[src/rtl/rate_check_pkg.sv]
// Constants and carriers for the channel rate select and VCO frequency check.
// Assumes a single 20 MHz clock and register access through a byte port.
`default_nettype none
package rate_check_pkg;
   // ---------------------------------------------------------------
   // Register map
   // ---------------------------------------------------------------
   localparam logic [7:0] ADDR_RATE_SELECT = 8'h2F;
   localparam logic [7:0] ADDR_G0_COUNT_LOW = 8'h60;
   localparam logic [7:0] ADDR_G0_COUNT_HIGH = 8'h61;
   localparam logic [7:0] ADDR_G1_COUNT_LOW = 8'h62;
   localparam logic [7:0] ADDR_G1_COUNT_HIGH = 8'h63;
   localparam logic [7:0] ADDR_TOLERANCE = 8'h64;
   localparam logic [7:0] ADDR_CHANNEL_SELECT = 8'hFF;

   // Field positions
   localparam int RATE_LSB = 6;
   localparam int SUBRATE_LSB = 4;
   localparam int MANUAL_BIT = 7;
   localparam int TOL_G0_LSB = 4;
   localparam int TOL_G1_LSB = 0;
   localparam int CHSEL_CHANNEL_EN_BIT = 2;
   localparam int CHSEL_BROADCAST_BIT = 3;

   // Reset values
   localparam logic [7:0] RATE_SELECT_RESET = 8'h00;
   localparam logic [7:0] COUNT_REG_RESET = 8'h00;
   localparam logic [7:0] TOLERANCE_RESET = 8'hCD;
   localparam logic [7:0] CHANNEL_SELECT_RESET = 8'h00;
   localparam logic [7:0] READ_INVALID = 8'h00;

   // ---------------------------------------------------------------
   // Frequency check arithmetic
   // ---------------------------------------------------------------
   localparam int COUNT_W = 15;
   localparam int TOL_W = 4;
   localparam int REF_PERIODS = 1024;
   localparam longint REF_CLOCK_HZ = 25000000;
   localparam longint VCO_PRESCALE = 32;
   localparam longint VCO_MIN_KHZ = 8500000;
   localparam longint VCO_MAX_KHZ = 11300000;
   localparam longint G0_DEFAULT_RATE_KBPS = 1250000;
   localparam longint G0_DEFAULT_DIVIDE = 8;
   localparam longint G1_DEFAULT_RATE_KBPS = 10312500;
   localparam longint G1_DEFAULT_DIVIDE = 1;
   localparam longint KHZ = 1000;

   localparam longint COUNT_DEN = VCO_PRESCALE * REF_CLOCK_HZ / KHZ;
   localparam logic [COUNT_W-1:0] G0_DEFAULT_COUNT = COUNT_W'(
      (G0_DEFAULT_RATE_KBPS * G0_DEFAULT_DIVIDE * REF_PERIODS
      + COUNT_DEN / 2) / COUNT_DEN);
   localparam logic [COUNT_W-1:0] G1_DEFAULT_COUNT = COUNT_W'(
      (G1_DEFAULT_RATE_KBPS * G1_DEFAULT_DIVIDE * REF_PERIODS
      + COUNT_DEN / 2) / COUNT_DEN);
   localparam logic [COUNT_W-1:0] VCO_MIN_COUNT = COUNT_W'(
      (VCO_MIN_KHZ * REF_PERIODS + COUNT_DEN - 1) / COUNT_DEN);
   localparam logic [COUNT_W-1:0] VCO_MAX_COUNT = COUNT_W'(
      (VCO_MAX_KHZ * REF_PERIODS) / COUNT_DEN);

   // Divider codes: 0 = /1, 1 = /2, 2 = /4, 3 = /8
   localparam logic [1:0] DIV_CODE_8 = 2'h3;
   localparam logic [3:0] DIV1_M = 4'h1;
   localparam logic [3:0] DIV2_M = 4'h2;
   localparam logic [3:0] DIV4_M = 4'h4;
   localparam logic [3:0] DIV8_M = 4'h8;

   // Search candidate index: {divider code, group 0 first}
   localparam logic [2:0] CAND_FIRST = 3'h7;

   typedef struct packed {
      logic wr;
      logic rd;
      logic [7:0] addr;
      logic [7:0] wdata;
   } reg_req_s;

   typedef struct packed {
      logic locked;
      logic searching;
      logic group;
      logic [1:0] div_code;
      logic range_error;
   } lock_status_s;
endpackage : rate_check_pkg
`default_nettype wire

[src/rtl/divide_ratio_table.sv]
// Lookup of enabled VCO divide ratios per group from rate and subrate.
// Purely combinational; mask bit n enables divider code n.
`default_nettype none
module divide_ratio_table
(
   input wire logic [1:0] rate_in,
   input wire logic [1:0] subrate_in,
   output logic [3:0] group0_mask_out,
   output logic [3:0] group1_mask_out
);
   always_comb
   begin
      case ({rate_in, subrate_in})
         4'h0: group0_mask_out = rate_check_pkg::DIV8_M;
         4'h1, 4'h2, 4'h3: group0_mask_out = rate_check_pkg::DIV1_M
            | rate_check_pkg::DIV2_M | rate_check_pkg::DIV4_M;
         4'h4: group0_mask_out = rate_check_pkg::DIV2_M
            | rate_check_pkg::DIV4_M;
         4'h5: group0_mask_out = rate_check_pkg::DIV1_M
            | rate_check_pkg::DIV4_M;
         4'h6: group0_mask_out = rate_check_pkg::DIV1_M
            | rate_check_pkg::DIV2_M | rate_check_pkg::DIV4_M
            | rate_check_pkg::DIV8_M;
         4'hA: group0_mask_out = rate_check_pkg::DIV2_M;
         4'hB: group0_mask_out = rate_check_pkg::DIV2_M
            | rate_check_pkg::DIV4_M;
         4'hF: group0_mask_out = rate_check_pkg::DIV8_M;
         default: group0_mask_out = rate_check_pkg::DIV1_M;
      endcase
   end

   always_comb
   begin
      case ({rate_in, subrate_in})
         4'h0, 4'h1, 4'hF: group1_mask_out = rate_check_pkg::DIV1_M;
         default: group1_mask_out = group0_mask_out;
      endcase
   end
endmodule : divide_ratio_table
`default_nettype wire

[src/rtl/vco_freq_checker.sv]
// Counts VCO/32 ticks over a window of reference ticks and compares
// the result with a target count and tolerance.
// Assumes both tick inputs are single-cycle pulses synchronous to clk_in.
`default_nettype none
module vco_freq_checker
#(
   parameter int REF_PERIODS = rate_check_pkg::REF_PERIODS
)
(
   input wire logic clk_in,
   input wire logic srst_in,
   input wire logic start_in,
   input wire logic ref_tick_in,
   input wire logic vco_tick_in,
   input wire logic [rate_check_pkg::COUNT_W-1:0] target_in,
   input wire logic [rate_check_pkg::TOL_W-1:0] tolerance_in,
   output logic done_out,
   output logic match_out
);
   localparam int REF_W = $clog2(REF_PERIODS + 1);
   localparam logic [REF_W-1:0] REF_LAST = REF_W'(REF_PERIODS - 1);
   localparam logic [rate_check_pkg::COUNT_W-1:0] COUNT_SAT = '1;

   logic busy_q, busy_d;
   logic done_q, done_d;
   logic match_q, match_d;
   logic [REF_W-1:0] ref_cnt_q, ref_cnt_d;
   logic [rate_check_pkg::COUNT_W-1:0] vco_cnt_q, vco_cnt_d;
   logic [rate_check_pkg::COUNT_W-1:0] final_cnt;
   logic [rate_check_pkg::COUNT_W-1:0] diff;

   always_comb
   begin
      busy_d = busy_q;
      done_d = 1'b0;
      match_d = match_q;
      ref_cnt_d = ref_cnt_q;
      vco_cnt_d = vco_cnt_q;
      final_cnt = vco_cnt_q;
      diff = '0;
      if (start_in)
      begin
         busy_d = 1'b1;
         ref_cnt_d = '0;
         vco_cnt_d = '0;
      end
      else if (busy_q)
      begin
         // Saturate so a runaway input cannot wrap into a false match
         if (vco_tick_in && vco_cnt_q != COUNT_SAT)
         begin
            vco_cnt_d = vco_cnt_q + 1'b1;
            final_cnt = vco_cnt_d;
         end
         if (ref_tick_in)
         begin
            ref_cnt_d = ref_cnt_q + 1'b1;
            if (ref_cnt_q == REF_LAST)
            begin
               diff = (final_cnt > target_in) ? final_cnt - target_in
                  : target_in - final_cnt;
               busy_d = 1'b0;
               done_d = 1'b1;
               match_d = (diff <= rate_check_pkg::COUNT_W'(tolerance_in));
            end
         end
      end
   end

   always_ff @(posedge clk_in)
   begin
      if (srst_in)
      begin
         busy_q <= 1'b0;
         done_q <= 1'b0;
         match_q <= 1'b0;
         ref_cnt_q <= '0;
         vco_cnt_q <= '0;
      end
      else
      begin
         busy_q <= busy_d;
         done_q <= done_d;
         match_q <= match_d;
         ref_cnt_q <= ref_cnt_d;
         vco_cnt_q <= vco_cnt_d;
      end
   end

   assign done_out = done_q;
   assign match_out = match_q;
endmodule : vco_freq_checker
`default_nettype wire

[src/rtl/channel_rate_control.sv]
// Channel rate/subrate selection, VCO frequency targets and lock search.
// Assumes the byte register port is driven by an SMBus target front end
// and that tick inputs are synchronous single-cycle pulses.
`default_nettype none
module channel_rate_control
#(
   parameter logic [1:0] CHANNEL_ID = 2'h0,
   parameter int REF_PERIODS = rate_check_pkg::REF_PERIODS
)
(
   input wire logic clk_in,
   input wire logic srst_in,
   input wire rate_check_pkg::reg_req_s req_in,
   input wire logic signal_detect_in,
   input wire logic ref_tick_in,
   input wire logic vco_tick_in,
   output logic [7:0] rd_data_out,
   output logic rd_valid_out,
   output rate_check_pkg::lock_status_s status_out
);
   typedef enum logic [3:0]
   {
      ST_IDLE = 4'b0001,
      ST_SELECT = 4'b0010,
      ST_MEASURE = 4'b0100,
      ST_LOCKED = 4'b1000
   } search_state_e;

   // ---------------------------------------------------------------
   // Register file
   // ---------------------------------------------------------------
   logic [7:0] chsel_q, chsel_d;
   logic [7:0] rate_sel_q, rate_sel_d;
   logic [7:0] g0_low_q, g0_low_d;
   logic [7:0] g0_high_q, g0_high_d;
   logic [7:0] g1_low_q, g1_low_d;
   logic [7:0] g1_high_q, g1_high_d;
   logic [7:0] tol_q, tol_d;
   logic [7:0] rd_data_q, rd_data_d;
   logic rd_valid_q;
   logic ch_wr, ch_rd, cfg_changed;

   always_comb
   begin
      // Broadcast writes reach every channel; reads only the named one
      ch_wr = req_in.wr && chsel_q[rate_check_pkg::CHSEL_CHANNEL_EN_BIT]
         && (chsel_q[rate_check_pkg::CHSEL_BROADCAST_BIT]
         || chsel_q[1:0] == CHANNEL_ID);
      ch_rd = req_in.rd && chsel_q[rate_check_pkg::CHSEL_CHANNEL_EN_BIT]
         && chsel_q[1:0] == CHANNEL_ID;
      chsel_d = chsel_q;
      rate_sel_d = rate_sel_q;
      g0_low_d = g0_low_q;
      g0_high_d = g0_high_q;
      g1_low_d = g1_low_q;
      g1_high_d = g1_high_q;
      tol_d = tol_q;
      cfg_changed = 1'b0;
      if (req_in.wr && req_in.addr == rate_check_pkg::ADDR_CHANNEL_SELECT)
         chsel_d = req_in.wdata;
      else if (ch_wr)
      begin
         cfg_changed = 1'b1;
         case (req_in.addr)
            rate_check_pkg::ADDR_RATE_SELECT: rate_sel_d = req_in.wdata;
            rate_check_pkg::ADDR_G0_COUNT_LOW: g0_low_d = req_in.wdata;
            rate_check_pkg::ADDR_G0_COUNT_HIGH: g0_high_d = req_in.wdata;
            rate_check_pkg::ADDR_G1_COUNT_LOW: g1_low_d = req_in.wdata;
            rate_check_pkg::ADDR_G1_COUNT_HIGH: g1_high_d = req_in.wdata;
            rate_check_pkg::ADDR_TOLERANCE: tol_d = req_in.wdata;
            default: cfg_changed = 1'b0;
         endcase
      end
      // The select register has no readback; unmapped reads give zero
      rd_data_d = rate_check_pkg::READ_INVALID;
      if (ch_rd && req_in.addr != rate_check_pkg::ADDR_CHANNEL_SELECT)
      begin
         case (req_in.addr)
            rate_check_pkg::ADDR_RATE_SELECT: rd_data_d = rate_sel_q;
            rate_check_pkg::ADDR_G0_COUNT_LOW: rd_data_d = g0_low_q;
            rate_check_pkg::ADDR_G0_COUNT_HIGH: rd_data_d = g0_high_q;
            rate_check_pkg::ADDR_G1_COUNT_LOW: rd_data_d = g1_low_q;
            rate_check_pkg::ADDR_G1_COUNT_HIGH: rd_data_d = g1_high_q;
            rate_check_pkg::ADDR_TOLERANCE: rd_data_d = tol_q;
            default: rd_data_d = rate_check_pkg::READ_INVALID;
         endcase
      end
   end

   always_ff @(posedge clk_in)
   begin
      if (srst_in)
      begin
         chsel_q <= rate_check_pkg::CHANNEL_SELECT_RESET;
         rate_sel_q <= rate_check_pkg::RATE_SELECT_RESET;
         g0_low_q <= rate_check_pkg::COUNT_REG_RESET;
         g0_high_q <= rate_check_pkg::COUNT_REG_RESET;
         g1_low_q <= rate_check_pkg::COUNT_REG_RESET;
         g1_high_q <= rate_check_pkg::COUNT_REG_RESET;
         tol_q <= rate_check_pkg::TOLERANCE_RESET;
         rd_data_q <= rate_check_pkg::READ_INVALID;
         rd_valid_q <= 1'b0;
      end
      else
      begin
         chsel_q <= chsel_d;
         rate_sel_q <= rate_sel_d;
         g0_low_q <= g0_low_d;
         g0_high_q <= g0_high_d;
         g1_low_q <= g1_low_d;
         g1_high_q <= g1_high_d;
         tol_q <= tol_d;
         rd_data_q <= rd_data_d;
         rd_valid_q <= req_in.rd;
      end
   end

   // ---------------------------------------------------------------
   // Active targets and enabled ratios
   // ---------------------------------------------------------------
   logic group0_manual_enable, group1_manual_enable;
   logic [rate_check_pkg::COUNT_W-1:0] group0_target_count;
   logic [rate_check_pkg::COUNT_W-1:0] group1_target_count;
   logic [rate_check_pkg::TOL_W-1:0] group0_tolerance, group1_tolerance;
   logic [rate_check_pkg::COUNT_W-1:0] target;
   logic [rate_check_pkg::TOL_W-1:0] tolerance;
   logic [3:0] g0_mask, g1_mask;
   logic cand_enabled, target_in_range;

   always_comb
   begin
      group0_manual_enable = g0_high_q[rate_check_pkg::MANUAL_BIT];
      group1_manual_enable = g1_high_q[rate_check_pkg::MANUAL_BIT];
      group0_target_count = group0_manual_enable
         ? {g0_high_q[6:0], g0_low_q}
         : rate_check_pkg::G0_DEFAULT_COUNT;
      group1_target_count = group1_manual_enable
         ? {g1_high_q[6:0], g1_low_q}
         : rate_check_pkg::G1_DEFAULT_COUNT;
      group0_tolerance =
         tol_q[rate_check_pkg::TOL_G0_LSB +: rate_check_pkg::TOL_W];
      group1_tolerance =
         tol_q[rate_check_pkg::TOL_G1_LSB +: rate_check_pkg::TOL_W];
   end

   divide_ratio_table u_ratio_table
   (
      .rate_in(rate_sel_q[rate_check_pkg::RATE_LSB +: 2]),
      .subrate_in(rate_sel_q[rate_check_pkg::SUBRATE_LSB +: 2]),
      .group0_mask_out(g0_mask),
      .group1_mask_out(g1_mask)
   );

   // ---------------------------------------------------------------
   // Lock search
   // ---------------------------------------------------------------
   search_state_e state_q, state_d;
   logic [2:0] cand_q, cand_d;
   logic start_q, start_d;
   logic range_err_q, range_err_d;
   rate_check_pkg::lock_status_s status_q, status_d;
   logic check_done, check_match;
   logic cand_group;
   logic [1:0] cand_div;

   always_comb
   begin
      // Group 0 is tried before group 1 at each divide ratio
      cand_div = cand_q[2:1];
      cand_group = ~cand_q[0];
      target = cand_group ? group1_target_count : group0_target_count;
      tolerance = cand_group ? group1_tolerance : group0_tolerance;
      cand_enabled = cand_group ? g1_mask[cand_div] : g0_mask[cand_div];
      target_in_range = target >= rate_check_pkg::VCO_MIN_COUNT
         && target <= rate_check_pkg::VCO_MAX_COUNT;
   end

   always_comb
   begin
      state_d = state_q;
      cand_d = cand_q;
      start_d = 1'b0;
      range_err_d = range_err_q;
      case (state_q)
         ST_IDLE:
         begin
            cand_d = rate_check_pkg::CAND_FIRST;
            if (signal_detect_in)
               state_d = ST_SELECT;
         end
         ST_SELECT:
         begin
            // Out-of-range targets are skipped and reported
            if (cand_enabled && target_in_range)
            begin
               start_d = 1'b1;
               range_err_d = 1'b0;
               state_d = ST_MEASURE;
            end
            else
            begin
               if (cand_enabled)
                  range_err_d = 1'b1;
               cand_d = cand_q - 1'b1;
            end
         end
         ST_MEASURE:
         begin
            if (check_done)
            begin
               if (check_match)
                  state_d = ST_LOCKED;
               else
               begin
                  cand_d = cand_q - 1'b1;
                  state_d = ST_SELECT;
               end
            end
         end
         ST_LOCKED:
         begin
         end
         default:
            state_d = ST_IDLE;
      endcase
      // Losing the signal or a retune restarts the search
      if (!signal_detect_in || cfg_changed)
         state_d = ST_IDLE;
      // Registered from next-state values so the port timing is unchanged
      status_d.locked = state_d == ST_LOCKED;
      status_d.searching = state_d == ST_SELECT || state_d == ST_MEASURE;
      status_d.group = ~cand_d[0];
      status_d.div_code = cand_d[2:1];
      status_d.range_error = range_err_d;
   end

   always_ff @(posedge clk_in)
   begin
      if (srst_in)
      begin
         state_q <= ST_IDLE;
         cand_q <= rate_check_pkg::CAND_FIRST;
         start_q <= 1'b0;
         range_err_q <= 1'b0;
         status_q <= '{locked: 1'b0, searching: 1'b0, group: 1'b0,
            div_code: rate_check_pkg::DIV_CODE_8, range_error: 1'b0};
      end
      else
      begin
         state_q <= state_d;
         cand_q <= cand_d;
         start_q <= start_d;
         range_err_q <= range_err_d;
         status_q <= status_d;
      end
   end

   vco_freq_checker
   #(
      .REF_PERIODS(REF_PERIODS)
   )
   u_checker
   (
      .clk_in(clk_in),
      .srst_in(srst_in),
      .start_in(start_q),
      .ref_tick_in(ref_tick_in),
      .vco_tick_in(vco_tick_in),
      .target_in(target),
      .tolerance_in(tolerance),
      .done_out(check_done),
      .match_out(check_match)
   );

   // ---------------------------------------------------------------
   // Ports
   // ---------------------------------------------------------------
   // Every port is a flop so nothing ripples out of the search logic
   assign rd_data_out = rd_data_q;
   assign rd_valid_out = rd_valid_q;
   assign status_out = status_q;
endmodule : channel_rate_control
`default_nettype wire

[config.mk]
export PLATFORM = sky130hd
export DESIGN_NAME = channel_rate_control
export DESIGN_NICKNAME = d
export VERILOG_FILES = /design/src/rtl/rate_check_pkg.sv /design/src/rtl/divide_ratio_table.sv /design/src/rtl/vco_freq_checker.sv /design/src/rtl/channel_rate_control.sv
export SDC_FILE = /design/constraint.sdc
export NUM_CORES = 1
export LEC_CHECK = 0
export ABC_CLOCK_PERIOD_IN_PS = 7100
export BUFFER_PORTS_ARGS = -buffer_cell sky130_fd_sc_hd__buf_2
export CORE_MARGIN = 2
export CORE_UTILIZATION = 55
export CTS_BUF_LIST = sky130_fd_sc_hd__clkbuf_8
export CTS_CLUSTER_SIZE = 25
export DETAILED_ROUTE_END_ITERATION = 10
export PLACE_DENSITY_LB_ADDON = 0.25
export SYNTH_ARGS = -nofsm -noshare
export SYNTH_HDL_FRONTEND = slang
export SYNTH_SLANG_ARGS = --single-unit
[constraint.sdc]
create_clock -name clk_in -period 7.1 [get_ports clk_in]
set_input_delay 1.42 -clock clk_in [delete_from_list [all_inputs] [get_ports clk_in]]
set_output_delay 1.42 -clock clk_in [all_outputs]
set_load 0.005 [all_outputs]
## After elaboration in Yosys (flattened, before gate mapping)

Memory sizes are Yosys's and may differ from the RTL's. A register that Yosys moved wholly into a read port is not among the register bits.
Index checks and enable logic that the tools add are counted.

- Add/sub/neg operators: 5
- Order comparisons: 5
- Eq/ne operators: 19
- Mux-type cells: 39
- Bitwise gates (word level): 7
- Reductions and logical operators: 31

Operators by type and width:

| cell | number |
|---|---|
| two-way mux 15 bit | 7 |
| one-hot mux 8 bit (6 select lines) | 1 |
| == test 8 x 7 -> 1 bit (second input constant) | 5 |
| two-way mux 4 bit | 9 |
| subtractor 15 bit | 2 |
| AND reduction 3 bit | 6 |
| one-hot mux 4 bit (4 select lines) | 1 |
| adder 15 x 1 -> 15 bit (second input constant) | 1 |
| >= comparator 15 x 14 -> 1 bit (second input constant) | 1 |
| > comparator 15 bit | 1 |
| <= comparator 15 x 14 -> 1 bit (second input constant) | 1 |
| <= comparator 15 x 4 -> 1 bit | 1 |
| two-way mux 1 bit | 15 |
| != test 15 bit (second input constant) | 1 |
| == test 4 bit (second input constant) | 3 |
| adder 11 x 1 -> 11 bit (second input constant) | 1 |
| == test 11 x 10 -> 1 bit (second input constant) | 1 |
| logical AND 1 bit | 9 |
| two-way mux 3 bit | 3 |
| one-hot mux 3 bit (3 select lines) | 1 |
| == test 4 x 1 -> 1 bit (second input constant) | 2 |
| == test 4 x 2 -> 1 bit (second input constant) | 2 |
| == test 4 x 3 -> 1 bit (second input constant) | 2 |
| == test 8 x 6 -> 1 bit (second input constant) | 1 |
| 17 further kinds | 29 |

- Bits in registers: 104
- ROM bits: 64
- Output and inout port bits: 15
- Memories: 1

Memory list:

| name | depth | bits a word | read ports | clocked after memory_dff | write ports | line | text |
|---|---|---|---|---|---|---|---|
| (no name shown) | 16 | 4 | 1 | 1 | 0 | divide_ratio_table.sv:13 | `case ({rate_in, subrate_in})` |

## Logic depth before layout (Yosys ltp)

Gate-level depths: netlist of the first run.

- Word-level depth: 12
- Gate-level depth with buffers: 31

## Modules after synthesis

From an unflattened synthesis of the first run, not the netlist that was laid out.

- Cell total of the unflattened synthesis: 824
- Area total of the unflattened synthesis: 6876.6 µm²

By module, submodules not included:

| module | times used | cells an instance | area each (µm²) | seq. area each (µm²) |
|---|---|---|---|---|
| channel_rate_control | 1 | 387 | 3612.2 | 1461.4 |
| vco_freq_checker | 1 | 410 | 3100.5 | 580.6 |
| divide_ratio_table | 1 | 27 | 163.9 | 0.0 |

## Worst setup path after synthesis of the first run

OpenSTA, ideal clock, no wires.

- Path type: input to register
- From: input port vco_tick_in
- To: register u_checker.match_q (netlist: u_checker.match_out)
- Arrival time: 5.822 ns
- Slack: 1.219 ns
- Cell stages on the path: 26
- Path buffers: 3
- Cell sequence: o21a_1 and3_1 and3_1 buf_2 and2_1 xnor2_1 inv_1 ha_1 buf_6 nand2_1 nor2_4 a221oi_4 a21o_2 buf_6 mux2i_1 xnor2_1 ha_1 o21a_1 o21ai_0 nand2b_1 a22oi_1 o311ai_0 nor4_4 o2111ai_1 a2111oi_2 a31o_1

- Cells in the longest elaborated chain, start to end: 7

Ends and longest elaborated chain:

| what | line | text |
|---|---|---|
| start, declared | channel_rate_control.sv:16 | `input wire logic vco_tick_in,` |
| logical AND 1 bit (*) | vco_freq_checker.sv:50 | `if (vco_tick_in && vco_cnt_q != COUNT_SAT)` |
| two-way mux 15 bit (*) | - |  |
| two-way mux 15 bit (*) | vco_freq_checker.sv:47 | `else if (busy_q)` |
| two-way mux 15 bit (*) | vco_freq_checker.sv:41 | `if (start_in)` |
| subtractor 15 bit, or another cell as far along | vco_freq_checker.sv:61 | `: target_in - final_cnt;` |
| two-way mux 15 bit (*) | vco_freq_checker.sv:60 | `diff = (final_cnt > target_in) ? final_cnt - target_in` |
| <= comparator 15 x 4 -> 1 bit (*) | vco_freq_checker.sv:64 | `match_d = (diff <= rate_check_pkg::COUNT_W'(tolerance_in));` |
| end signal, assigned | vco_freq_checker.sv:84 | `match_q <= match_d;` |
| end, declared | vco_freq_checker.sv:26 | `logic match_q, match_d;` |

Every way passes the cells marked *; elsewhere a longest branch is shown, timed or not. The select of a mux whose other input is x is not followed.
A chain may end at the register's enable or synchronous reset.

## Final worst setup path of the first run

- From: register u_checker.vco_cnt_q[4] (netlist name)
- To: register u_checker.match_q (netlist: u_checker.match_out)

- Cells in the longest elaborated chain, start to end: 8

Ends and longest elaborated chain:

| what | line | text |
|---|---|---|
| start, declared | vco_freq_checker.sv:28 | `logic [rate_check_pkg::COUNT_W-1:0] vco_cnt_q, vco_cnt_d;` |
| start signal, assigned | vco_freq_checker.sv:86 | `vco_cnt_q <= vco_cnt_d;` |
| parallel branches: the longest is 2 deep, another holds adder 15 x 1 -> 15 bit | - |  |
| two-way mux 15 bit (*) | - |  |
| two-way mux 15 bit (*) | vco_freq_checker.sv:47 |  |
| two-way mux 15 bit (*) | vco_freq_checker.sv:41 |  |
| subtractor 15 bit, or another cell as far along | vco_freq_checker.sv:61 |  |
| two-way mux 15 bit (*) | vco_freq_checker.sv:60 |  |
| <= comparator 15 x 4 -> 1 bit (*) | vco_freq_checker.sv:64 |  |

Every way passes the cells marked *. The select of a mux whose other input is x is not followed.

==> out/metrics.csv, run 1 <==
stage,metric,value,unit
worst_setup_path,WS Path Type,reg -> reg,
sta,max frequency,152,MHz
placed_design,"worst slack, placed",535,ps
floorplanning,boundary pin count,38,
worst_setup_path,CP arrival,6920,ps
placed_design,placed insts,1003,
finish,post-layout util,0.598,
hold_path,Hold Path Sink,u_checker.ref_cnt_q[1]$_SDFFE_PP0P_,
finish,Multi-input gate area,0.00430,mm^2
floorplanning,full die area,0.0134,mm^2
route,WL final,17000,um
sta,worst setup margin,521,ps
sta,worst relative slew slack,0.201,
synthesis,Netlist cell types,75,
finish,Antenna diodes,0,
status,outcome,completed,
worst_setup_path,maximum net fanout on the critical path,13,
power_and_ir_drop,PD cells,142,mW/mm^2
clock_network,clock root cell,clkbuf_8,
worst_setup_path,reg2reg setup slack,520,ps
global_routing,antenna violations before repair,0,
worst_setup_path,Critical R2R Capture,u_checker.match_out$_SDFFE_PP0P_,
finish,Final nets,907,
hold_path,hold path cells,2,
worst_setup_path,cell mode on critical path,and3_1,
finish,fill cell count,1094,
synthesis,sequential area share after synthesis,0.309,
power_and_ir_drop,leakage,2.89,nW
worst_setup_path,CP startpoint kind,flip-flop,
hold_path,Hold Crit Start,u_checker.ref_cnt_q[1]$_SDFFE_PP0P_,
synthesis,ys flop type,dfxtp_1,
finish,fin cells,1019,
sta,endpoints failing setup,0,
finish,"Design Area, Final",0.00724,mm^2
synthesis,Yosys warning count,0,
clock_network,htree depth,3,
clock_network,clk buf depth,2,
global_routing,global-route wire length before repair,27800,um
sta,fin crit period,6580,ps
synthesis,Post-synth ARST share,0,
global_routing,M1 GR Usage,0.371,
global_routing,vias in the first global route,5633,
placed_design,HPWL Detailed,12800,um
synthesis,cells after synthesis,836,
floorplanning,chip width,116,um
worst_setup_path,slowest CP cell,dfxtp_1,
clock_network,Clock Sinks,106,
worst_setup_path,worst endpoint required time,7440,ps
global_routing,GRT Overall Usage,0.264,
route,DR pass1 iterations,6,
placed_design,I/O Buffers,37,
sta,max-slew violation count,0,
sta,hold_ws,482,ps
global_routing,total global routing overflow,0,
global_routing,met3 Use GR,0.0418,
sta,final setup TNS,0,ps
synthesis,Post-synth EDFFs,0,
clock_network,Clock transition at path regs,100,ps
sta,Worst Skew,23.1,ps
global_routing,grt met2 use,0.404,
clock_network,Post-CTS Hold Buffers,0,
worst_setup_path,Max stage delay on crit path,480,ps
clock_network,Worst-Skew Late Latency,400,ps
worst_setup_path,Worst R2R Start,u_checker.vco_cnt_q[4]$_SDFFE_PP0P_,
placed_design,RD Place Congestion,0.924,
worst_setup_path,Critical Path End Type,flip-flop,
route,vias,5983,
route,DRC viols,0,
route,DR WL/cell,16.7,um
clock_network,post-CTS setup buffer count,0,
sta,RSZ-0062 raised after global routing,no,
floorplanning,Core Footprint,0.0121,mm^2
global_routing,largest net degree at the start of global routing,67,
finish,Area Growth Syn to Fin,5.48,%
clock_network,CTS tree,done,
hold_path,Hold Path Class,reg -> reg,
job,number of max-cap violations,0,
power_and_ir_drop,Max VDD drop,0.000143,V
clock_network,Num CTS Buffers,9,
placed_design,placed instance area,0.00705,mm^2
clock_network,cts repair resizes,0,
global_routing,GRT busiest layer,met2,
route,vias per inst,5.87,
route,ANT nets after route,0,
route,Iteration-0 DRC Markers,527,
sta,final period utilization,0.927,
synthesis,syn_area_per_cell,8.22,um^2
sta,worst-margin pin slew,1190,ps
finish,register area,0.00212,mm^2
floorplanning,Core Rows,40,
synthesis,"Net Count, Synth",897,
power_and_ir_drop,Final Power,1.03,mW
floorplanning,Die Ht,116,um
floorplanning,Initial Util,0.567,
synthesis,post-synthesis cell area,0.00687,mm^2
sta,Final Hold Fails,0,
synthesis,#FFs+latches synth,106,
finish,layout cell share with drive strength beyond 1,0.109,
worst_setup_path,Worst Reg2Reg Path Length in Cells,27,
-- worst max path at each step --
stage	start	endpoint	slack, ps	depth (start not counted)
after floorplan	vco_tick_in	u_checker.match_out$_SDFFE_PP0P_	1220	26
after global placement	vco_tick_in	u_checker.match_out$_SDFFE_PP0P_	700	24
after detailed placement	vco_tick_in	u_checker.match_out$_SDFFE_PP0P_	530	24
after CTS	u_checker.vco_cnt_q[4]$_SDFFE_PP0P_	u_checker.match_out$_SDFFE_PP0P_	610	27
after global routing	u_checker.vco_cnt_q[4]$_SDFFE_PP0P_	u_checker.match_out$_SDFFE_PP0P_	40	27
final	u_checker.vco_cnt_q[4]$_SDFFE_PP0P_	u_checker.match_out$_SDFFE_PP0P_	520	27
-- cell usage in the layout (no fill, tap or decap), types with 3 or more instances in the layout --
| master | instances |
|---|---|
| xnor2_1 | 19 |
| a31oi_1 | 6 |
| nand4_1 | 15 |
| o21a_1 | 8 |
| dfxtp_1 | 106 |
| or2_2 | 3 |
| and2_1 | 7 |
| buf_2 | 37 |
| nor3_1 | 16 |
| a21o_1 | 5 |
| clkbuf_8 | 9 |
| buf_4 | 8 |
| a211oi_1 | 5 |
| nor3b_1 | 4 |
| a211o_1 | 6 |
| o2111ai_1 | 6 |
| and3_1 | 12 |
| nor2_1 | 122 |
| mux2i_1 | 58 |
| nor2b_1 | 19 |
| xor2_1 | 26 |
| inv_1 | 47 |
| nand2b_1 | 7 |
| ha_1 | 36 |
| or3_1 | 3 |
| mux2_2 | 6 |
| o21ai_0 | 28 |
| a221oi_1 | 10 |
| a21oi_1 | 43 |
| o211ai_1 | 4 |
| nand2_1 | 63 |
| nor4_1 | 6 |
| a22oi_1 | 10 |
| nand3_1 | 31 |
| nand3b_1 | 3 |
-- registers in the layout, indices dropped and copies added, names as in the netlist, 4 cells and up, named ones only --
| register | cells |
|---|---|
| chsel_q | 4 |
| g0_high_q | 8 |
| g0_low_q | 8 |
| g1_high_q | 8 |
| g1_low_q | 8 |
| rate_sel_q | 8 |
| rd_data_out | 8 |
| state_q | 4 |
| status_out | 4 |
| tol_q | 8 |
| u_checker.ref_cnt_q | 11 |
| u_checker.vco_cnt_q | 15 |
| u_ratio_table.group0_mask_out | 4 |
-- synth_stat cells (all sizes together) (3+ instances only) --
master	number	area [um^2]
a211o	6	52.6
a211oi	7	62.6
a21o	6	46.3
a21oi	46	249
a221oi	11	114
a22oi	10	75.1
a31oi	6	37.5
and2	7	43.8
and3	13	82.6
buf	21	156
clkbuf	25	114
dfxtp	106	2120
ha	36	450
inv	47	176
mux2	9	109
mux2i	58	581
nand2	64	243
nand2b	7	43.8
nand3	31	155
nand3b	3	22.5
nand4	15	93.8
nor2	123	469
nor2b	19	119
nor3	16	80.1
nor3b	4	30.0
nor4	10	105
o2111ai	7	67.6
o211ai	4	30.0
o21a	8	60.1
o21ai	30	154
or2	3	18.8
or3	3	18.8
xnor2	19	166
xor2	26	228
-- cells by family after synthesis --
logic type,synth area share
xor+xnor,0.0574
fa+ha+maj,0.0714
flops,0.309
simple gates,0.231
mux,0.100
compound gates,0.166
buf+inv,0.0650
-- worst max-delay path: cells and delay by family (launching register included) --
family	cells	cell delay, ps
flops	1	480
xor+xnor	2	400
buf+inv	1	70
compound gates	11	2610
mux	1	270
simple gates	10	1990
fa+ha+maj	2	710
-- routing by layer --
metal	wire [um]	share of wire
met4	485	0.028
met2	7580	0.44
met3	1110	0.065
met1	7850	0.46
met5	0	0
-- final cells by class --
cell class / instances / area share
clock buffer: 9 / 0.0171
clock inverter: 7 / 0.00933
inverter: 47 / 0.0244
multi-input combinational: 637 / 0.593
sequential: 106 / 0.293
tap: 168 / 0.0290
timing repair buffer: 45 / 0.0339
-- where the power goes --
part | internal [mW] | leakage, nW | switching, mW | total (mW)
Sequential | 0.596 | 0.855 | 0.00173 | 0.598
Clock | 0.136 | 0.0989 | 0.236 | 0.372
Combinational | 0.0197 | 1.93 | 0.0373 | 0.0570
Note: power is estimated with default switching activity, not from simulation.
==> inputs of run 2 (changes only) <==
- ABC_CLOCK_PERIOD_IN_PS: 7100 -> 8500
- SYNTH_HIERARCHICAL: unset -> 1
- clock period: 7.1 -> 8.5 ns (I/O delays scaled with it)
==> run 2 against run 1 <==
  * Global-route usage is 0.18 points higher
  * Register-to-register slack gained 2600 ps
  * Die area grew 0.12%
  * Synthesized area up 0.13%
  * Worst setup slack better by 2300 ps
  * Utilization shrank 0.20 points
  * Clock skew is 7.0 ps lower
  * Wire length down 0.26%
  * Clock power down 21%
  * Power fell by 19%
  * Non-clock buffer count decreased by 3
  * Critical path type is now in -> reg
  * Critical endpoint is now u_checker/match_out$_SDFFE_PP0P_
==> out/metrics.csv, run 2 <==
stage,metric,value,unit,change
synthesis,Yosys warning count,6,,was 0
route,DR pass1 iterations,5,,was 6
worst_setup_path,worst endpoint required time,8820,ps,was 7440 ps
sta,max-slew violation count,0,,unchanged
job,number of max-cap violations,0,,unchanged
worst_setup_path,Top Family by Delay on Critical Path,compound AO/OA/AOI/OAI gates,,unchanged
synthesis,sequential area share after synthesis,0.297,,was 0.309
sta,worst setup margin,2820,ps,was 521 ps
placed_design,HPWL Detailed,13000,um,was 12800 um
finish,Final nets,888,,was 907
route,vias per inst,5.92,,was 5.87
finish,most frequent cells in the layout,"nor2_1 (106), dfxtp_1 (102), nand2_1 (61), mux2i_1 (58), inv_1 (46)",,"was nor2_1 (122), dfxtp_1 (106), nand2_1 (63), mux2i_1 (58), inv_1 (47)"
finish,Multi-input gate area,0.00438,mm^2,was 0.00430 mm^2
synthesis,mux share of post-synthesis cell area,0.127,,was 0.100
power_and_ir_drop,Max VDD drop,0.000140,V,was 0.000143 V
sta,endpoints failing setup,0,,unchanged
synthesis,Post-synth ARST share,0,,unchanged
worst_setup_path,maximum net fanout on the critical path,18,,was 13
sta,final setup TNS,0,ps,unchanged
synthesis,Synth Area in XOR/XNOR,0.0573,,was 0.0574
synthesis,ys flop type,dfxtp_1,,unchanged
worst_setup_path,WS Path Type,in -> reg,,was reg -> reg
route,DR WL/cell,17.0,um,was 16.7 um
synthesis,Netlist cell types,69,,was 75
worst_setup_path,crit-path cells,buf_2 -> o21a_1 -> and3_1 -> and3_1 -> and2_1 -> xnor2_1 -> inv_1 -> ha_1 -> nand3_1 -> nor4_2 -> nor3_1 -> a21oi_4 -> nand3b_1 -> o21ai_0 -> xnor2_1 -> ha_1 -> a21oi_1 -> o21ai_0 -> a2111oi_2 -> nand4b_1 -> o21ai_1,,
worst_setup_path,CP arrival,5990,ps,was 6920 ps
synthesis,"Net Count, Synth",885,,was 897
clock_network,Post-CTS Hold Buffers,0,,unchanged
floorplanning,boundary pin count,38,,unchanged
clock_network,htree depth,3,,unchanged
sta,fin crit period,5680,ps,
floorplanning,chip width,116,um,about the same
route,DRC viols,0,,unchanged
synthesis,"area leader, netlist",dfxtp_1,,unchanged
clock_network,Num CTS Buffers,9,,unchanged
route,ANT nets after route,0,,unchanged
global_routing,vias in the first global route,5745,,was 5633
sta,Final Hold Fails,0,,unchanged
clock_network,Worst-Skew Late Latency,390,ps,was 400 ps
finish,top flop regs,"u_checker/vco_cnt_q x15, u_checker/ref_cnt_q x11",,"was u_checker.vco_cnt_q x15, u_checker.ref_cnt_q x11"
synthesis,largest family of logic cells by synthesized area,simple AND/OR/NAND/NOR gates,,unchanged
clock_network,post-CTS setup buffer count,0,,unchanged
synthesis,area share of the largest cell type after synthesis,0.297,,was 0.309
sta,hold_ws,475,ps,was 482 ps
floorplanning,full die area,0.0134,mm^2,about the same
clock_network,CTS tree,done,,unchanged
sta,worst relative slew slack,0.305,,was 0.201
placed_design,"worst slack, placed",2450,ps,was 535 ps
synthesis,cells after synthesis,824,,was 836
placed_design,RD Place Congestion,0.899,,was 0.924
sta,RSZ-0062 raised after global routing,no,,unchanged
hold_path,Hold Path Class,reg -> reg,,unchanged
floorplanning,Core Footprint,0.0121,mm^2,unchanged
synthesis,Post-synth top cells,"nor2_1 (106), dfxtp_1 (102), nand2_1 (61)",,"was nor2_1 (122), dfxtp_1 (106), nand2_1 (63)"
power_and_ir_drop,PD cells,115,mW/mm^2,was 142 mW/mm^2
route,Iteration-0 DRC Markers,561,,was 527
finish,Largest register FFs,15,,unchanged
worst_setup_path,Critical Path End Type,flip-flop,,unchanged
global_routing,antenna violations before repair,0,,unchanged
synthesis,syn_area_per_cell,8.35,um^2,was 8.22 um^2
synthesis,post-synthesis compound-gate area fraction,0.147,,was 0.166
global_routing,total global routing overflow,0,,unchanged
clock_network,Clock transition at path regs,100,ps,about the same
finish,layout cell share with drive strength beyond 1,0.109,,about the same
sta,max frequency,176,MHz,
global_routing,GRT Overall Usage,0.265,,was 0.264
floorplanning,Die Ht,116,um,about the same
worst_setup_path,WP buf/inv,2,,was 1
clock_network,clk buf depth,2,,unchanged
finish,fill cell count,1150,,was 1094
synthesis,Synth Area in Adders,0.0713,,was 0.0714
worst_setup_path,Max stage delay on crit path,480,ps,about the same
clock_network,cts repair resizes,0,,unchanged
synthesis,Post-synth EDFFs,0,,unchanged
floorplanning,Initial Util,0.568,,was 0.567
placed_design,I/O Buffers,37,,unchanged
route,vias,5923,,was 5983
power_and_ir_drop,leakage,2.90,nW,was 2.89 nW
clock_network,clock root cell,clkbuf_8,,unchanged
finish,register area,0.00204,mm^2,was 0.00212 mm^2
floorplanning,Core Rows,40,,unchanged
worst_setup_path,CP startpoint kind,input port,,was flip-flop
finish,Area Growth Syn to Fin,5.00,%,was 5.48%
route,WL final,17000,um,about the same
power_and_ir_drop,Final Power,0.830,mW,was 1.03 mW
finish,Largest Register,u_checker/vco_cnt_q,,was u_checker.vco_cnt_q
status,outcome,completed,,unchanged
global_routing,global-route wire length before repair,28100,um,was 27800 um
sta,Worst Skew,16.1,ps,was 23.1 ps
finish,"commonest non-fill, non-tap cell in the layout",nor2_1,,unchanged
synthesis,Synth area leaders,"dfxtp_1 (30%), mux2i_1 (8.4%), ha_1 (6.6%)",,"was dfxtp_1 (31%), mux2i_1 (8.5%), nor2_1 (6.7%)"
synthesis,most frequent cell after synthesis,nor2_1,,unchanged
global_routing,largest net degree at the start of global routing,58,,was 67
synthesis,#FFs+latches synth,102,,was 106
synthesis,Post-Synth Simple-Gate Area,0.234,,was 0.231
sta,worst-margin pin slew,1020,ps,was 1190 ps
worst_setup_path,slowest CP cell,ha_1,,was dfxtp_1
sta,final period utilization,0.668,,
synthesis,post-synthesis cell area,0.00688,mm^2,was 0.00687 mm^2
clock_network,Clock Sinks,102,,was 106
finish,Antenna diodes,0,,unchanged
## run 2: power by group
group,switching (mW),internal (mW),total [mW]
sequential,0.00185,0.479,0.481
clock,0.176,0.119,0.295
combinational,0.0337,0.0193,0.0530
total,0.212,0.618,0.830
## run 2: logic make-up (layout without fill, tap and decap cells)
| group | count (synthesis) | in the layout |
|---|---|---|
| AO/OA/AOI/OAI | 151 | 151 |
| XOR/XNOR | 45 | 45 |
| adder cells (fa/ha/maj) | 38 | 38 |
| buffers and inverters | 96 | 104 |
| flip-flops | 102 | 102 |
| multiplexers | 74 | 74 |
| AND/OR/NAND/NOR | 318 | 318 |
## run 2: final cells by class
cell class | instances | area share
Clock buffer | 10 | 0.0191
Inverter | 46 | 0.0239
Tap cell | 168 | 0.0291
Sequential cell | 102 | 0.283
Multi-Input combinational cell | 626 | 0.607
Timing Repair Buffer | 42 | 0.0308
Clock inverter | 6 | 0.00745
## run 2: through the flow
stage / utilization / area [um^2] / instances
after global routing: 0.596 / 7220 / 1000
after detailed placement: 0.580 / 7030 / 984
after CTS: 0.596 / 7220 / 1000
after floorplan: - / 6880 / 824
final: 0.596 / 7220 / 1000
after global placement: 0.580 / 7030 / 984
## run 2: path summary, 6_finish.rpt
kind                            cells after the start                               end                                start  slack, ps
worst max-delay path                               21  u_checker/match_out$_SDFFE_PP0P_                          vco_tick_in       2820
worst min-delay path                                2         rd_data_out[2]$_SDFF_PP0_           rate_sel_q[2]$_SDFFE_PP0P_        470
worst max register to register                     22  u_checker/match_out$_SDFFE_PP0P_  u_checker/vco_cnt_q[4]$_SDFFE_PP0P_       3130
worst min register to register                      2         rd_data_out[2]$_SDFF_PP0_           rate_sel_q[2]$_SDFFE_PP0P_        470
## run 2: layer usage
| metal | wire, um | part of all wire | GRT usage | vias up |
|---|---|---|---|---|
| li1 | - | - | - | 2911 |
| met1 | 7840 | 0.46 | 0.347 | 2804 |
| met2 | 7770 | 0.46 | 0.435 | 170 |
| met3 | 836 | 0.049 | 0.0560 | 38 |
| met4 | 539 | 0.032 | 0.0960 | 0 |
| met5 | 0 | 0 | 0 | - |
## run 2: worst min-delay path, delay by kind of cell, from the launching register on
kind             cells  cell delay (ps)
AO/OA/AOI/OAI        1               50
flip-flops           1              330
AND/OR/NAND/NOR      1               50
==> inputs of run 3 (changes only) <==
- ABC_CLOCK_PERIOD_IN_PS: 8500 -> 5700
- clock period: 8.5 -> 5.7 ns (I/O delays scaled with it)
==> run 3 against run 2 <==
  * Via count down 1.0%
  * Die area unchanged
  * Clock-buffer cell count down 1
  * Worst setup slack worse by 2200 ps
  * Sequential share of layout area down 0.10 points
  * Non-clock buffer count up 2
  * Critical endpoint unchanged
==> out/metrics.csv, run 3 (synthesis results as in run 2) <==
stage,metric,value,unit,change
worst_setup_path,CP arrival,5430,ps,was 5990 ps
finish,Final nets,890,,was 888
finish,layout cell share with drive strength beyond 1,0.110,,was 0.109
hold_path,Hold Path Class,reg -> reg,,unchanged
global_routing,antenna violations before repair,0,,unchanged
route,vias per inst,5.86,,was 5.92
floorplanning,Core Rows,40,,unchanged
sta,worst setup margin,585,ps,was 2820 ps
sta,Final Hold Fails,0,,unchanged
global_routing,total global routing overflow,0,,unchanged
worst_setup_path,maximum net fanout on the critical path,11,,was 18
sta,RSZ-0062 raised after global routing,no,,unchanged
worst_setup_path,WS Path Type,reg -> reg,,was in -> reg
sta,endpoints failing setup,0,,unchanged
power_and_ir_drop,Net Sw Frac,0.252,,was 0.255
finish,Area Growth Syn to Fin,5.39,%,was 5.00%
global_routing,GRT Overall Usage,0.267,,was 0.265
finish,Largest register FFs,15,,unchanged
route,Iteration-0 DRC Markers,688,,was 561
clock_network,htree depth,3,,unchanged
route,WL final,16900,um,was 17000 um
route,vias,5864,,was 5923
finish,fill cell count,1125,,was 1150
sta,max-slew violation count,0,,unchanged
power_and_ir_drop,combinational share of power,0.062,,was 0.064
power_and_ir_drop,Sequential Power Share,0.563,,was 0.580
finish,top flop regs,"u_checker/vco_cnt_q x15, u_checker/ref_cnt_q x11",,unchanged
clock_network,Post-CTS Hold Buffers,0,,unchanged
clock_network,Num CTS Buffers,9,,unchanged
sta,worst-margin pin slew,1050,ps,was 1020 ps
clock_network,clk buf depth,2,,unchanged
placed_design,HPWL Detailed,12800,um,was 13000 um
power_and_ir_drop,Final Power,1.27,mW,was 0.830 mW
finish,"commonest non-fill, non-tap cell in the layout",nor2_1,,unchanged
power_and_ir_drop,leakage,2.92,nW,was 2.90 nW
floorplanning,Die Ht,116,um,unchanged
floorplanning,full die area,0.0134,mm^2,unchanged
floorplanning,boundary pin count,38,,unchanged
floorplanning,chip width,116,um,unchanged
power_and_ir_drop,Net Sw Power,0.321,mW,was 0.212 mW
status,outcome,completed,,unchanged
global_routing,vias in the first global route,5576,,was 5745
route,DR pass1 iterations,5,,unchanged
floorplanning,Core Footprint,0.0121,mm^2,unchanged
worst_setup_path,Critical Path End Type,flip-flop,,unchanged
finish,Largest Register,u_checker/vco_cnt_q,,unchanged
sta,final setup TNS,0,ps,unchanged
sta,max frequency,196,MHz,
placed_design,I/O Buffers,37,,unchanged
power_and_ir_drop,PD cells,176,mW/mm^2,was 115 mW/mm^2
finish,most frequent cells in the layout,"nor2_1 (106), dfxtp_1 (102), nand2_1 (61), mux2i_1 (58), inv_1 (46)",,unchanged
job,number of max-cap violations,0,,unchanged
floorplanning,Initial Util,0.568,,unchanged
power_and_ir_drop,Max VDD drop,0.000152,V,was 0.000140 V
clock_network,Worst-Skew Late Latency,390,ps,about the same
global_routing,global-route wire length before repair,28100,um,about the same
route,DR WL/cell,16.9,um,was 17.0 um
power_and_ir_drop,cell-internal power,0.954,mW,was 0.618 mW
sta,Worst Skew,13.9,ps,was 16.1 ps
route,ANT nets after route,0,,unchanged
worst_setup_path,worst endpoint required time,6020,ps,was 8820 ps
finish,post-layout util,0.598,,was 0.596
clock_network,cts repair resizes,0,,unchanged
sta,fin crit period,5110,ps,
placed_design,"worst slack, placed",505,ps,was 2450 ps
sta,final period utilization,0.897,,
worst_setup_path,CP startpoint kind,flip-flop,,was input port
clock_network,clock root cell,clkbuf_8,,unchanged
route,DRC viols,0,,unchanged
clock_network,CTS tree,done,,unchanged
global_routing,largest net degree at the start of global routing,58,,unchanged
clock_network,Clock transition at path regs,110,ps,was 100 ps
sta,worst relative slew slack,0.298,,was 0.305
finish,Antenna diodes,0,,unchanged
placed_design,RD Place Congestion,0.910,,was 0.899
clock_network,post-CTS setup buffer count,0,,unchanged
clock_network,Clock Sinks,102,,unchanged
power_and_ir_drop,Clock Power Share,0.375,,was 0.356
## run 3: power by group through the flow
stage / clock [mW] / combinational, mW / sequential [mW]
5_1_grt: 0.519 / 0.0868 / 0.719
2_1_floorplan: 0 / 0.0490 / 0.734
4_1_cts: 0.490 / 0.0780 / 0.718
6_report: 0.478 / 0.0791 / 0.718
3_5_place_dp: 0 / 0.0777 / 0.735
3_3_place_gp: 0 / 0.0753 / 0.734
## run 3: final timing paths
| check | depth (start not counted) | endpoint | from | slack, ps |
|---|---|---|---|---|
| setup / recovery | 22 | u_checker/match_out$_SDFFE_PP0P_ | u_checker/vco_cnt_q[4]$_SDFFE_PP0P_ | 590 |
| hold / removal | 2 | rd_data_out[1]$_SDFF_PP0_ | rate_sel_q[1]$_SDFFE_PP0P_ | 470 |
| setup reg to reg | 22 | u_checker/match_out$_SDFFE_PP0P_ | u_checker/vco_cnt_q[4]$_SDFFE_PP0P_ | 590 |
| hold reg to reg | 2 | rd_data_out[1]$_SDFF_PP0_ | rate_sel_q[1]$_SDFFE_PP0P_ | 470 |
## run 3: area by class of cell
class | count | area (um^2) | area share
clock buffer | 9 | 124 | 0.0171
clock inverter | 6 | 78.8 | 0.0109
inverter | 46 | 173 | 0.0238
multi-input combinational | 626 | 4380 | 0.605
sequential | 102 | 2040 | 0.282
tap | 168 | 210 | 0.0290
timing repair buffer | 44 | 238 | 0.0328
## run 3: layer usage
metal,track usage,share of wire,vias up,wire (um)
met1,0.370,0.47,2770,7940
met3,0.0392,0.049,26,827
li1,-,-,2897,-
met5,0,0,-,0
met2,0.437,0.47,171,7850
met4,0.0762,0.015,0,252
## run 3: metrics by stage
step,cells,instance area [um^2],hold WS [ps]
after floorplan,824,6880,425
after global placement,986,7040,448
after detailed placement,986,7040,447
after CTS,1001,7250,467
after global routing,1001,7250,489
final,1001,7250,469
## run 3: critical path, stage by stage, from the launching register on
cell and delay (ps):
dfxtp_1 480, and3_1 360, nand4_1 170, o21a_1 300, and3_1 250, and3_1 230, and2_1 180, xnor2_1 180
inv_1 60, ha_1 480, nand3_1 170, nor4_2 340, nor3_1 120, a21oi_4 240, nand3b_1 90, o21ai_0 100
xnor2_1 150, ha_1 280, a21oi_1 160, o21ai_0 130, a2111oi_2 320, nand4b_1 130, o21ai_1 120
